$ cat src/logic/bcfg_pkg.sv
// Purpose: Shared constants for the regulator configuration register bank
// Assumes: 8-bit register addresses and data
// Notes: Offsets are the serial register addresses
package bcfg_pkg;
  localparam logic [7:0] BCFG_OFS_CUR_THRESH = 8'h05;
  localparam logic [7:0] BCFG_OFS_DISCHARGE = 8'h06;
  localparam logic [7:0] BCFG_OFS_RESTORE = 8'h07;
  localparam logic [3:0] BCFG_RST_CODE = 4'hf;
  localparam logic BCFG_RST_DIS_EN = 1'b0;
  localparam logic [1:0] BCFG_RST_DIS_SEL = 2'h0;
  localparam logic [11:0] BCFG_RST_MA = 12'h866;
  localparam logic [7:0] BCFG_RST_RDATA = 8'h00;
  localparam logic BCFG_RST_REGULATE = 1'b0;
  localparam logic [7:0] BCFG_RESTORE_KEY = 8'h60;
  localparam int BCFG_CODE_LSB = 0;
  localparam int BCFG_DIS_EN_BIT = 2;
  localparam int BCFG_DIS_SEL_LSB = 0;
  localparam logic [11:0] BCFG_PEAK_CURRENT_CODE_BASE_MA = 12'd530;
  localparam logic [11:0] BCFG_PEAK_CURRENT_CODE_STEP_MA = 12'd108;
  localparam logic [1:0] BCFG_SEL_OPEN = 2'h0;
  localparam logic [1:0] BCFG_SEL_200_OHM = 2'h1;
  localparam logic [1:0] BCFG_SEL_100_OHM = 2'h2;
  localparam logic [1:0] BCFG_SEL_50_OHM = 2'h3;
  typedef enum logic [0:0] {
    BCFG_DIS_IDLE = 1'b0,
    BCFG_DIS_ACTIVE = 1'b1
  } bcfg_dis_state_e;
endpackage : bcfg_pkg

$ cat src/logic/bcfg_dis_if.sv
// Purpose: Signals between the register bank and the discharge control
// Assumes: Single clock domain
// Notes: None
`timescale 1ns/1ps
interface bcfg_dis_if;
  logic discharge_en;
  logic reg_enable;
  logic vout_falling;
  logic pulldown_active;
  modport ctl (output discharge_en, output reg_enable, output vout_falling, input pulldown_active);
  modport dis (input discharge_en, input reg_enable, input vout_falling, output pulldown_active);
endinterface : bcfg_dis_if

$ cat src/logic/bcfg_discharge.sv
// Purpose: Output pull-down control from enable fall and falling output
// Assumes: Inputs synchronous to the clock
// Notes: Pull-down held from the enable fall until enable returns or the discharge enable bit clears
`timescale 1ns/1ps
module bcfg_discharge
  import bcfg_pkg::*;
(
  input wire logic i_clk,
  input wire logic i_rst_n,
  bcfg_dis_if.dis dis
);
  bcfg_dis_state_e state_q, state_d;
  logic en_prev_q, en_prev_d;
  logic active_q, active_d;

  always_comb begin
    en_prev_d = dis.reg_enable;
    state_d = state_q;
    case (state_q)
      BCFG_DIS_IDLE: begin
        if (dis.discharge_en && en_prev_q && !dis.reg_enable) begin
          state_d = BCFG_DIS_ACTIVE;
        end
      end
      BCFG_DIS_ACTIVE: begin
        if (!dis.discharge_en || dis.reg_enable) begin
          state_d = BCFG_DIS_IDLE;
        end
      end
      default: begin
        state_d = BCFG_DIS_IDLE;
      end
    endcase
    // Off whenever the enable bit is clear
    active_d = dis.discharge_en && ((state_d == BCFG_DIS_ACTIVE) || dis.vout_falling);
  end

  always_ff @(posedge i_clk or negedge i_rst_n) begin
    if (!i_rst_n) begin
      state_q <= BCFG_DIS_IDLE;
      en_prev_q <= 1'b0;
      active_q <= 1'b0;
    end else begin
      state_q <= state_d;
      en_prev_q <= en_prev_d;
      active_q <= active_d;
    end
  end

  assign dis.pulldown_active = active_q;
endmodule : bcfg_discharge

$ cat src/logic/bcfg_regs.sv
// Purpose: Current-limit, output discharge and defaults-restore registers
// Assumes: Serial engine presents decoded byte accesses synchronous to the clock
// Notes: Regulation enable bit lives in another register and arrives as an input
// Notes: A restore write overrides any setting written in the same cycle
// Notes: Read data holds the last word read until the next read strobe

// What this block does
// - A four-bit read/write current-limit code sits in bits 3:0 of register 0x05 and resets to 1111.
// - The code sets a peak current threshold of 530 mA plus 108 mA per step, 2150 mA at 1111.
// - With discharge bit 2 set the pull-down turns on at an enable fall and on falling output, else it stays off.
// - A two-bit strength select, reset 00, picks open, 200, 100 or 50 ohms.
// - Writing 0x60 to write-only register 0x07 restores all settings to defaults; other values do nothing.
// - The regulation enable bit shuts the regulator down at 0, regulates at 1, and its fall triggers discharge.

`timescale 1ns/1ps
module bcfg_regs
  import bcfg_pkg::*;
(
  input wire logic I_CLOCK,
  input wire logic I_RST_N,
  input wire logic I_WR,
  input wire logic I_RD,
  input wire logic [7:0] I_ADDR,
  input wire logic [7:0] I_WDATA,
  input wire logic I_REG_ENABLE,
  input wire logic I_VOUT_FALLING,
  output logic [7:0] O_RDATA,
  output logic [3:0] O_PEAK_CURRENT_CODE,
  output logic [11:0] O_CURRENT_LIMIT_MA,
  output logic O_REGULATE,
  output logic O_PULLDOWN_EN,
  output logic [1:0] O_PULLDOWN_SEL,
  output logic O_PULLDOWN_ACTIVE,
  output logic [1:0] O_PULLDOWN_STRENGTH
);
  // Settings held for the power stage
  logic [3:0] code_q;
  logic [3:0] code_d;
  logic dis_en_q;
  logic dis_en_d;
  logic [1:0] dis_sel_q;
  logic [1:0] dis_sel_d;
  // Last read-back word
  logic [7:0] rdata_q;
  logic [7:0] rdata_d;
  // Drive toward the power stage
  logic [11:0] ma_q;
  logic [11:0] ma_d;
  logic regulate_q;
  logic regulate_d;
  // Applied pull-down leg
  logic [1:0] strength_q;
  logic [1:0] strength_d;
  // Decoded write strobes and fields
  logic restore;
  logic wr_thresh;
  logic wr_discharge;
  logic [3:0] wr_code;
  logic wr_dis_en;
  logic [1:0] wr_dis_sel;

  bcfg_dis_if dis_bus ();

  // Threshold in mA for one code
  function automatic logic [11:0] code_to_ma(input logic [3:0] code);
    code_to_ma = 12'(BCFG_PEAK_CURRENT_CODE_BASE_MA + BCFG_PEAK_CURRENT_CODE_STEP_MA * {8'h00, code});
  endfunction : code_to_ma

  // Strobe aimed at one register offset
  function automatic logic hit(
    input logic strobe,
    input logic [7:0] addr,
    input logic [7:0] ofs
  );
    hit = strobe && (addr == ofs);
  endfunction : hit

  // Read-back word; unused bits and the key register read zero
  function automatic logic [7:0] read_word(
    input logic [7:0] addr,
    input logic [3:0] code,
    input logic en,
    input logic [1:0] sel
  );
    case (addr)
      BCFG_OFS_CUR_THRESH: begin
        read_word = {4'h0, code};
      end
      BCFG_OFS_DISCHARGE: begin
        read_word = {5'h00, en, sel};
      end
      BCFG_OFS_RESTORE: begin
        read_word = 8'h00;
      end
      default: begin
        read_word = 8'h00;
      end
    endcase
  endfunction : read_word

  // Leg applied to the output; open while the pull-down is idle
  function automatic logic [1:0] applied_strength(
    input logic active,
    input logic [1:0] sel
  );
    if (!active) begin
      applied_strength = BCFG_SEL_OPEN;
    end else begin
      case (sel)
        BCFG_SEL_200_OHM: begin
          applied_strength = BCFG_SEL_200_OHM;
        end
        BCFG_SEL_100_OHM: begin
          applied_strength = BCFG_SEL_100_OHM;
        end
        BCFG_SEL_50_OHM: begin
          applied_strength = BCFG_SEL_50_OHM;
        end
        default: begin
          applied_strength = BCFG_SEL_OPEN;
        end
      endcase
    end
  endfunction : applied_strength

  // Upper bits of the byte are dropped here
  always_comb begin
    restore = hit(I_WR, I_ADDR, BCFG_OFS_RESTORE) && (I_WDATA == BCFG_RESTORE_KEY);
    wr_thresh = hit(I_WR, I_ADDR, BCFG_OFS_CUR_THRESH);
    wr_discharge = hit(I_WR, I_ADDR, BCFG_OFS_DISCHARGE);
    wr_code = I_WDATA[BCFG_CODE_LSB +: 4];
    wr_dis_en = I_WDATA[BCFG_DIS_EN_BIT];
    wr_dis_sel = I_WDATA[BCFG_DIS_SEL_LSB +: 2];
  end

  // Restore wins over any other write
  always_comb begin
    code_d = code_q;
    dis_en_d = dis_en_q;
    dis_sel_d = dis_sel_q;
    if (restore) begin
      code_d = BCFG_RST_CODE;
      dis_en_d = BCFG_RST_DIS_EN;
      dis_sel_d = BCFG_RST_DIS_SEL;
    end else if (wr_thresh) begin
      code_d = wr_code;
    end else if (wr_discharge) begin
      dis_en_d = wr_dis_en;
      dis_sel_d = wr_dis_sel;
    end
  end

  always_ff @(posedge I_CLOCK or negedge I_RST_N) begin
    if (!I_RST_N) begin
      code_q <= BCFG_RST_CODE;
      dis_en_q <= BCFG_RST_DIS_EN;
      dis_sel_q <= BCFG_RST_DIS_SEL;
    end else begin
      code_q <= code_d;
      dis_en_q <= dis_en_d;
      dis_sel_q <= dis_sel_d;
    end
  end

  // Read data holds until the next read strobe
  always_comb begin
    if (I_RD) begin
      rdata_d = read_word(I_ADDR, code_q, dis_en_q, dis_sel_q);
    end else begin
      rdata_d = rdata_q;
    end
  end

  always_ff @(posedge I_CLOCK or negedge I_RST_N) begin
    if (!I_RST_N) begin
      rdata_q <= BCFG_RST_RDATA;
    end else begin
      rdata_q <= rdata_d;
    end
  end

  // One cycle behind the settings they follow
  always_comb begin
    ma_d = code_to_ma(code_q);
    regulate_d = I_REG_ENABLE;
    strength_d = applied_strength(dis_bus.pulldown_active, dis_sel_q);
  end

  always_ff @(posedge I_CLOCK or negedge I_RST_N) begin
    if (!I_RST_N) begin
      ma_q <= BCFG_RST_MA;
      regulate_q <= BCFG_RST_REGULATE;
      strength_q <= BCFG_SEL_OPEN;
    end else begin
      ma_q <= ma_d;
      regulate_q <= regulate_d;
      strength_q <= strength_d;
    end
  end

  // Discharge control sees the enable bit and the live regulation enable
  assign dis_bus.discharge_en = dis_en_q;
  assign dis_bus.reg_enable = I_REG_ENABLE;
  assign dis_bus.vout_falling = I_VOUT_FALLING;

  // Pull-down sequencing lives in its own module
  bcfg_discharge u_discharge (
    .i_clk(I_CLOCK),
    .i_rst_n(I_RST_N),
    .dis(dis_bus)
  );

  // Outputs straight from registers
  assign O_RDATA = rdata_q;
  assign O_PEAK_CURRENT_CODE = code_q;
  assign O_CURRENT_LIMIT_MA = ma_q;
  assign O_REGULATE = regulate_q;
  assign O_PULLDOWN_EN = dis_en_q;
  assign O_PULLDOWN_SEL = dis_sel_q;
  assign O_PULLDOWN_ACTIVE = dis_bus.pulldown_active;
  assign O_PULLDOWN_STRENGTH = strength_q;
endmodule : bcfg_regs

$ cat config.mk
export PLATFORM = sky130hd
export DESIGN_NAME = bcfg_regs
export DESIGN_NICKNAME = d
export VERILOG_FILES = /design/src/logic/bcfg_pkg.sv /design/src/logic/bcfg_dis_if.sv /design/src/logic/bcfg_discharge.sv /design/src/logic/bcfg_regs.sv
export SDC_FILE = /design/constraint.sdc
export NUM_CORES = 1
export LEC_CHECK = 0
export BUFFER_PORTS_ARGS = -buffer_cell sky130_fd_sc_hd__clkbuf_2
export CORE_ASPECT_RATIO = 1.25
export CORE_MARGIN = 5
export CORE_UTILIZATION = 44
export CTS_CLUSTER_SIZE = 20
export DETAILED_ROUTE_END_ITERATION = 6
export PLACE_DENSITY_LB_ADDON = 0.15
export SLEW_MARGIN = 10
export SYNTH_ARGS = -nofsm -noshare
export SYNTH_HDL_FRONTEND = slang
export SYNTH_SLANG_ARGS = --single-unit
$ cat constraint.sdc
create_clock -name I_CLOCK -period 2.6 [get_ports I_CLOCK]
set_input_delay 0 -clock I_CLOCK [delete_from_list [all_inputs] [get_ports I_CLOCK]]
set_output_delay 0 -clock I_CLOCK [all_outputs]
set_load 0.01 [all_outputs]
### Word level (Yosys, flattened, before mapping)

Cells that the tools add are included.

* flip-flop bits (word level): 32

* add/sub/neg operators: 1
* multipliers: 1
* eq/ne operators: 8
* mux-type cells: 14
* bitwise gates (word level): 1
* reductions and logical operators: 14

Operators by type and width (number)
* 8-bit by 3-bit == test with 1-bit output, second input constant: 3
* 10-bit by 11-bit adder with 12-bit output, first input constant: 1
* 5-bit by 4-bit multiplier with 9-bit output, first input constant: 1
* 8-bit by 7-bit == test with 1-bit output, second input constant: 1
* 2-bit two-way mux: 4
* 4-bit two-way mux: 2
* 4-bit case mux with 2 select lines: 1
* 1-bit logical AND: 7
* 2-bit case mux with 3 select lines: 1
* 1-bit two-way mux: 5
* 2-bit == test, second input constant: 2
* 2-bit nonzero test: 2
* 2-bit by 1-bit == test with 1-bit output, second input constant: 1
* 1-bit logical NOT: 2
* 1-bit logical OR: 2
* 2-bit inequality test, second input constant: 1
* 1-bit case mux with 2 select lines: 1
* 2-bit AND reduction: 1
* 1-bit NOT: 1

### Longest topological paths before layout

Gate-level depths: netlist of the first run.

* word-level depth: 6
* depth in mapped cells: 10
* depth with buffers taken out: 10

### By module

Synthesis of the first run repeated with hierarchy kept, for this count alone.

* cells, all modules: 132
* area total of the unflattened synthesis: 1503.9 um2

Modules (own cells, without submodules)
* bcfg_regs: instances 1, cells an instance 125, area an instance 1401.3 um2, seq. area each 610.6 um2
* bcfg_discharge: instances 1, cells an instance 7, area an instance 102.6 um2, seq. area each 75.1 um2

### Worst setup path after synthesis of the first run

Ideal clock, no wire load.

* path type: reg2reg
* start: register code_q[2], in the netlist O_PEAK_CURRENT_CODE[2]
* end: register ma_q[10], in the netlist O_CURRENT_LIMIT_MA[10]
* arrival time: 2.502 ns
* path slack: -0.029 ns
* cell stages (with the launch flop): 11
* period minus slack after synthesis: 2.629 ns
* cell sequence: dfstp_2 > inv_1 > ha_1 > inv_1 > fa_1 > ha_1 > and3_1 > o31ai_1 > nand3_1 > o311a_1 > xor2_1

* longest elaborated chain between the ends: 2

RTL lines
* start: declaration: line bcfg_regs.sv:37 `logic [3:0] code_q;`
* start signal: assignment: line bcfg_regs.sv:159 `code_q <= code_d;`
* 5-bit by 4-bit multiplier with 9-bit output: line bcfg_regs.sv:66 `code_to_ma = 12'(BCFG_PEAK_CURRENT_CODE_BASE_MA + BCFG_PEAK_CURRENT_CODE_STEP_MA * {8'h00, code});`
* 10-bit by 11-bit adder with 12-bit output: line bcfg_regs.sv:66
* via ma_d[10]: line bcfg_regs.sv:48 `logic [11:0] ma_d;`
* end signal: assignment: line bcfg_regs.sv:195 `ma_q <= ma_d;`
* end: declaration: line bcfg_regs.sv:47 `logic [11:0] ma_q;`

The timed path passes the listed nets, and every way through them passes these cells.
A chain may end at the register's enable or synchronous reset.

### Worst setup path in the final report of the first run

* start: register code_q[3], in the netlist O_PEAK_CURRENT_CODE[3]
* end: register ma_q[11], in the netlist O_CURRENT_LIMIT_MA[11]

Same word-level chain as after synthesis.

==> results.toml, run 1 <==
[timing]
rsz0062_at_grt = "yes"
slew_viol_final = 0
tightest_slew_ns = 0.631
fmax_ghz = 0.377
clock_skew_ns = 0.00477
setup_viol = 2
period_needed_ns = 2.65
hold_viol = 0
relSlewSlack = 0.579
fin_ws_ns = -0.0500
finalCritPeriodShare = 1.02

[yosys]
synthFlopType = "dfrtp_1"
synth_seq_cells = 26
yosysWarnings = 0
netlist_area_sq_um = 1470
avgSynthCellArea_sq_um = 10.5
ys_top_cells_by_area = "dfrtp_1 31%, dfstp_2 14%, ha_1 12%"
ys_seq_area_frac = 0.451
synth_cells = 140
synth_top_area_cell = "dfrtp_1"
synth_top_cell_area_share = 0.307
yosys.cell_count.top_type = "nor2_1"
ys_types = 37
synthTopCellsByCount = "20 x nor2_1, 18 x dfrtp_1, 14 x ha_1, 8 x dfstp_2"
async_flop_share = 1.00
synth_edf_count = 0

[cells_and_area]
drive_gt1_frac = 0.462
fin_area_sq_um = 2100
diodes = 0
nFillCells = 267
instances_no_fill = 245
syn_to_final_growth_pct = 43.4
fin_nets = 247

[pwr]
peakVddDrop_v = 0.000290
cellPowerDensity_nw_per_um2 = 472
p_leak_nw = 1.05
p_total_mw = 0.992

[run_status]
violations = "setup timing"
status = "finished with violations"

[floorplanning]
start_util = 0.455
core_sq_um = 3220
io_pins = 53
die_x_microns = 61.6
die_area_sq_um = 4590
fp.dieH_microns = 74.5
row_count = 23

[setup_path]
r2r-start = "O_PEAK_CURRENT_CODE[3]"
crit_fanout = 4
reg2reg_slack_ns = -0.05
critical_path.startpoint_type = "flip-flop"
cp_slowest_cell = "dfstp_2"
cp-startpoint = "O_PEAK_CURRENT_CODE[3]"
critical_path_required_ns = 2.81
critPathCaptureType = "flip-flop"
cp_num_buf_inv = 1
criticalPathCategory = "flip-flop to flip-flop"
critPathMaxStageDelay_ns = 0.59
crit_path_frequent_cell = "ha_4"
crit_family = "adder cells"
cp.arrival_ns = 2.86
cp_cell_sequence = "ha_4, fa_1, ha_4, nand3_2, a211oi_2, xor2_1, buf_4, a21oi_2, nor2_1"

[detailed_routing]
postRouteAntennaNets = 0
wl_mm = 3.61
vias = 1266
wl_per_cell_microns = 14.8
drt_iter0_markers = 14
dr.pass1.iters = 4
drc = 0
avgViaCountPerCell = 5.17

[global_routing]
grt_util_all_layers = 0.154
grt_pass1_vias = 1227
antenna_found_initial = 0
grt_start_max_net_pins = 27
grt_pass1_wl_mm = 5.40
gr-total-overflow = 0

[clock_tree]
cts.clk_slew.worst_paths_ns = 0.09
htreeDepth = 1
cts.sinks = 26
cts_root_buf = "clkbuf_8"
cts_buffers = 3
clock_latency_ns = 0.27
clockBufferDepth = 2
cts_tree = "built"

[placement]
routabilityCongestion = 0.847
dp_hpwl_mm = 2.68
io_buffer_count = 46
placed_cells = 228
place_area_sq_um = 1790

[worst_hold_path]
min_from = "I_WDATA[6]"
hp-class = "primary input to flip-flop"

[flow_run]
max_cap_violations = 0
layout by cell type (no fill, tap or decap), types with 2 or more instances in the layout:
master	netlist	routed
xor2_1	7	6
o21ai_1	4	4
inv_1	5	3
ha_1	14	8
conb_1	2	6
a21oi_2	0	2
a21oi_1	5	3
nand3_1	5	4
nand2_1	7	7
dfstp_2	8	8
nor2_1	20	19
and2_1	4	4
dfrtp_1	18	18
a22oi_1	3	3
or4_1	2	2
ha_4	0	5
clkbuf_2	0	46
buf_6	0	2
mux2i_1	3	3
dlygate4sd3_1	0	8
buf_4	7	13
clkbuf_8	0	3
nor3_2	1	3
metrics by stage:
stage / setup slack, ns / TNS (ns) / hold slack [ns] / utilization
CTS: 0.00150 / 0 / 0.115 / 0.606
global route: -0.168 / -0.448 / 0.142 / 0.652
global placement: 0.0304 / 0 / 0.0468 / 0.556
floorplan: 0.00251 / 0 / -0.296 / -
detailed placement: -0.0657 / -0.0778 / 0.0564 / 0.556
finish: -0.0500 / -0.0763 / 0.116 / 0.652
registers in the layout (all words and copies together), names as in the netlist:
name,cells
O_PULLDOWN_STRENGTH,2
O_PULLDOWN_SEL,2
O_PULLDOWN_EN,1
u_discharge.en_prev_q,1
O_RDATA,4
O_CURRENT_LIMIT_MA,10
u_discharge.state_q,1
u_discharge.dis.pulldown_active,1
O_PEAK_CURRENT_CODE,4
cell type report:
| class | instances | area (sq um) | share of cell area |
|---|---|---|---|
| inverter | 5 | 21.3 | 0.0101 |
| tap | 37 | 46.3 | 0.0220 |
| clock buffer | 3 | 41.3 | 0.0197 |
| multi-input combinational | 104 | 871 | 0.415 |
| sequential | 26 | 661 | 0.314 |
| clock inverter | 1 | 30.0 | 0.0143 |
| timing repair buffer | 69 | 430 | 0.205 |
what timing repair did:
| item | in CTS | in global routing |
|---|---|---|
| setup endpoints to repair | 3 | 4 |
| buffers inserted | 0 | 5 |
| hold endpoints to repair | 28 | 0 |
| pin swaps | 3 | 14 |
| gates resized for setup | 2 | 20 |
| hold buffers | 8 | 0 |
metal layers:
layer	vias to the layer above	track usage	share of wire
li1	609	-	-
met1	606	0.158	0.33
met2	41	0.305	0.60
met3	10	0.0260	0.042
met4	0	0.0472	0.021
met5	-	0	0
worst reg2reg max path, cell delays in order (launching register included):
cell and delay [ns]:
dfstp_2 0.59, ha_4 0.21, fa_1 0.49, ha_4 0.31, nand3_2 0.10, a211oi_2 0.27
xor2_1 0.29, buf_4 0.19, a21oi_2 0.03, nor2_1 0.11
path summary, 6_finish.rpt:
check / endpoint / depth (start not counted)
worst max-delay path: O_CURRENT_LIMIT_MA[11] / 9
worst min-delay path: O_PULLDOWN_SEL[0] / 4
worst max register to register: O_CURRENT_LIMIT_MA[11] / 9
worst min register to register: O_CURRENT_LIMIT_MA[2] / 0
max in group asynchronous: O_RDATA[1] / 2
min in group asynchronous: O_CURRENT_LIMIT_MA[10] / 2
power breakdown:
| group | switching [mW] | internal (mW) |
|---|---|---|
| Combinational | 0.105 | 0.103 |
| Sequential | 0.0142 | 0.437 |
| Clock | 0.127 | 0.206 |
| Total | 0.246 | 0.746 |
cell families (layout without fill, tap and decap cells):
group           after synthesis  after routing  synth area share
fa+ha+maj                    16             16             0.147
other cells                   2              6           0.00513
compound gates               19             19            0.0811
flops                        26             26             0.451
xor+xnor                      9              9            0.0538
simple gates                 51             51             0.187
buf+inv                      14             78            0.0546
mux                           3              3            0.0205
No activity file was read; power rests on OpenSTA's default activity.
==> run 2, diff against run 1 <==
--- a/config.mk
+++ b/config.mk
@@ -12,6 +12,7 @@
 export CTS_CLUSTER_SIZE = 20
 export DETAILED_ROUTE_END_ITERATION = 6
 export PLACE_DENSITY_LB_ADDON = 0.15
+export REMOVE_ABC_BUFFERS = 1
 export SLEW_MARGIN = 10
 export SYNTH_ARGS = -nofsm -noshare
 export SYNTH_HDL_FRONTEND = slang
==> run 2 against run 1 <==
Against the previous run: the run now ends clean; die area did not move; critical path depth rose by 2; worst setup slack improved by 0.059 ns; final cell count rose by 1.2%; utilization rose by 1.1 points; critical path type unchanged; sequential cell count did not move; power rose by 0.86%; worst hold slack improved by 0.022 ns; final area rose by 1.7%.
==> results.toml, run 2 (synthesized netlist as in run 1, its figures left out) <==
[placement]
place_ws_ns = -0.129
dp_hpwl_mm = 2.56
io_buffer_count = 46
routabilityCongestion = 0.828

[worst_hold_path]
hold_path_end = "O_PULLDOWN_EN"
hp-class = "primary input to flip-flop"
min_from = "I_WDATA[4]"
hold_depth = 4

[cells_and_area]
diodes = 0
layout_commonest_cell = "clkbuf_2"
fin_nets = 250
drive_gt1_frac = 0.479
final_cell_mix = "46 x clkbuf_2, 18 x dfrtp_1, 18 x nor2_1, 18 x buf_4"
syn_to_final_growth_pct = 45.9
utilization = 0.663
largest_reg_flops = 10

[global_routing]
grt_pass1_vias = 1265
grt_start_max_net_pins = 27
grt_util_all_layers = 0.161
gr-total-overflow = 0
antenna_found_initial = 0
grt_pass1_wl_mm = 5.51

[setup_path]
crit_fanout = 3
critical_path_required_ns = 2.81
critical_path.startpoint_type = "flip-flop"
reg2reg_to = "O_CURRENT_LIMIT_MA[11]"
cp.arrival_ns = 2.81
reg2reg_depth = 11
criticalPathCategory = "flip-flop to flip-flop"
critPathCaptureType = "flip-flop"
cp-startpoint = "O_PEAK_CURRENT_CODE[2]"
reg2reg_slack_ns = 0.009
r2r-start = "O_PEAK_CURRENT_CODE[2]"

[clock_tree]
cts.clk_slew.worst_paths_ns = 0.09
cts.sinks = 26
clock_latency_ns = 0.28
cts_buffers = 3
clockBufferDepth = 2
cts_root_buf = "clkbuf_8"
cts_tree = "built"
htreeDepth = 1

[detailed_routing]
avgViaCountPerCell = 5.02
vias = 1244
wl_mm = 3.54
dr.pass1.iters = 4
postRouteAntennaNets = 0
wl_per_cell_microns = 14.3
drt_iter0_markers = 23
drc = 0

[pwr]
cellPowerDensity_nw_per_um2 = 468
peakVddDrop_v = 0.000379
p_leak_nw = 1.06

[floorplanning]
die_area_sq_um = 4590
row_count = 23
start_util = 0.455
io_pins = 53
fp.dieH_microns = 74.5
die_x_microns = 61.6
core_sq_um = 3220

[timing]
slew_viol_final = 0
clock_skew_ns = 0.00314
fmax_ghz = 0.386
hold_ws_ns = 0.139
setup_viol = 0
relSlewSlack = 0.576
period_needed_ns = 2.59
fin_ws_ns = 0.00862
finalCritPeriodShare = 0.997
hold_viol = 0
tightest_slew_ns = 0.637
setup_tns_ns = 0

[flow_run]
max_cap_violations = 0

[run_status]
status = "complete, no violations"
==> run 2: report_power, final <==
group	total (mW)	leakage [nW]	switching, mW	internal [mW]
clock network	0.340	0.0357	0.134	0.206
registers	0.450	0.316	0.0134	0.437
logic	0.210	0.713	0.106	0.104
total	1.00	1.06	0.253	0.747
==> run 2: how the worst max path moves through the flow <==
stage | end | slack, ns
after floorplan | O_CURRENT_LIMIT_MA[10] | -0.03
after global placement | O_CURRENT_LIMIT_MA[10] | -0.04
after detailed placement | O_CURRENT_LIMIT_MA[10] | -0.13
after CTS | O_CURRENT_LIMIT_MA[10] | 0.01
after global routing | O_CURRENT_LIMIT_MA[11] | -0.08
final | O_CURRENT_LIMIT_MA[11] | 0.009
==> run 2: area by class of cell <==
| cell class | count | area, sq um |
|---|---|---|
| Fill cell | 244 | 1090 |
| Tap cell | 37 | 46.3 |
| Clock inverter | 1 | 30.0 |
| Multi-Input combinational cell | 104 | 895 |
| Timing Repair Buffer | 72 | 445 |
| Clock buffer | 3 | 41.3 |
| Sequential cell | 26 | 661 |
| Inverter | 5 | 18.8 |
==> run 2: per-stage QoR <==
| stage | power, mW | area (sq um) | cells |
|---|---|---|---|
| 4_1_cts | 0.980 | 2010 | 247 |
| 3_5_place_dp | 0.622 | 1820 | 234 |
| 3_3_place_gp | 0.617 | 1820 | 234 |
| 2_1_floorplan | 0.531 | 1420 | 135 |
| 5_1_grt | 1.05 | 2140 | 248 |
| 6_report | 1.00 | 2140 | 248 |
==> run 2: critical path: stages (launching register included) <==
cell and delay [ns]:
dfstp_2 0.55, inv_1 0.05, ha_1 0.29, inv_2 0.05, fa_2 0.56, buf_4 0.13, nand3_1 0.10, a211oi_2 0.23
xor2_1 0.26, buf_4 0.16, a21oi_1 0.04, nor2_1 0.11
==> run 2: routing by layer <==
layer	global-route usage	routed length, microns
met4	0.0755	56
met2	0.283	1980
met3	0.0365	185
met1	0.179	1320
met5	0	0
==> run 2: repair_timing <==
item,in CTS,in global routing
hold buffers,8,0
pin swaps,3,12
setup buffers,1,1
endpoints found under the hold margin,28,0
resized for setup,6,20
setup endpoints to repair,4,4
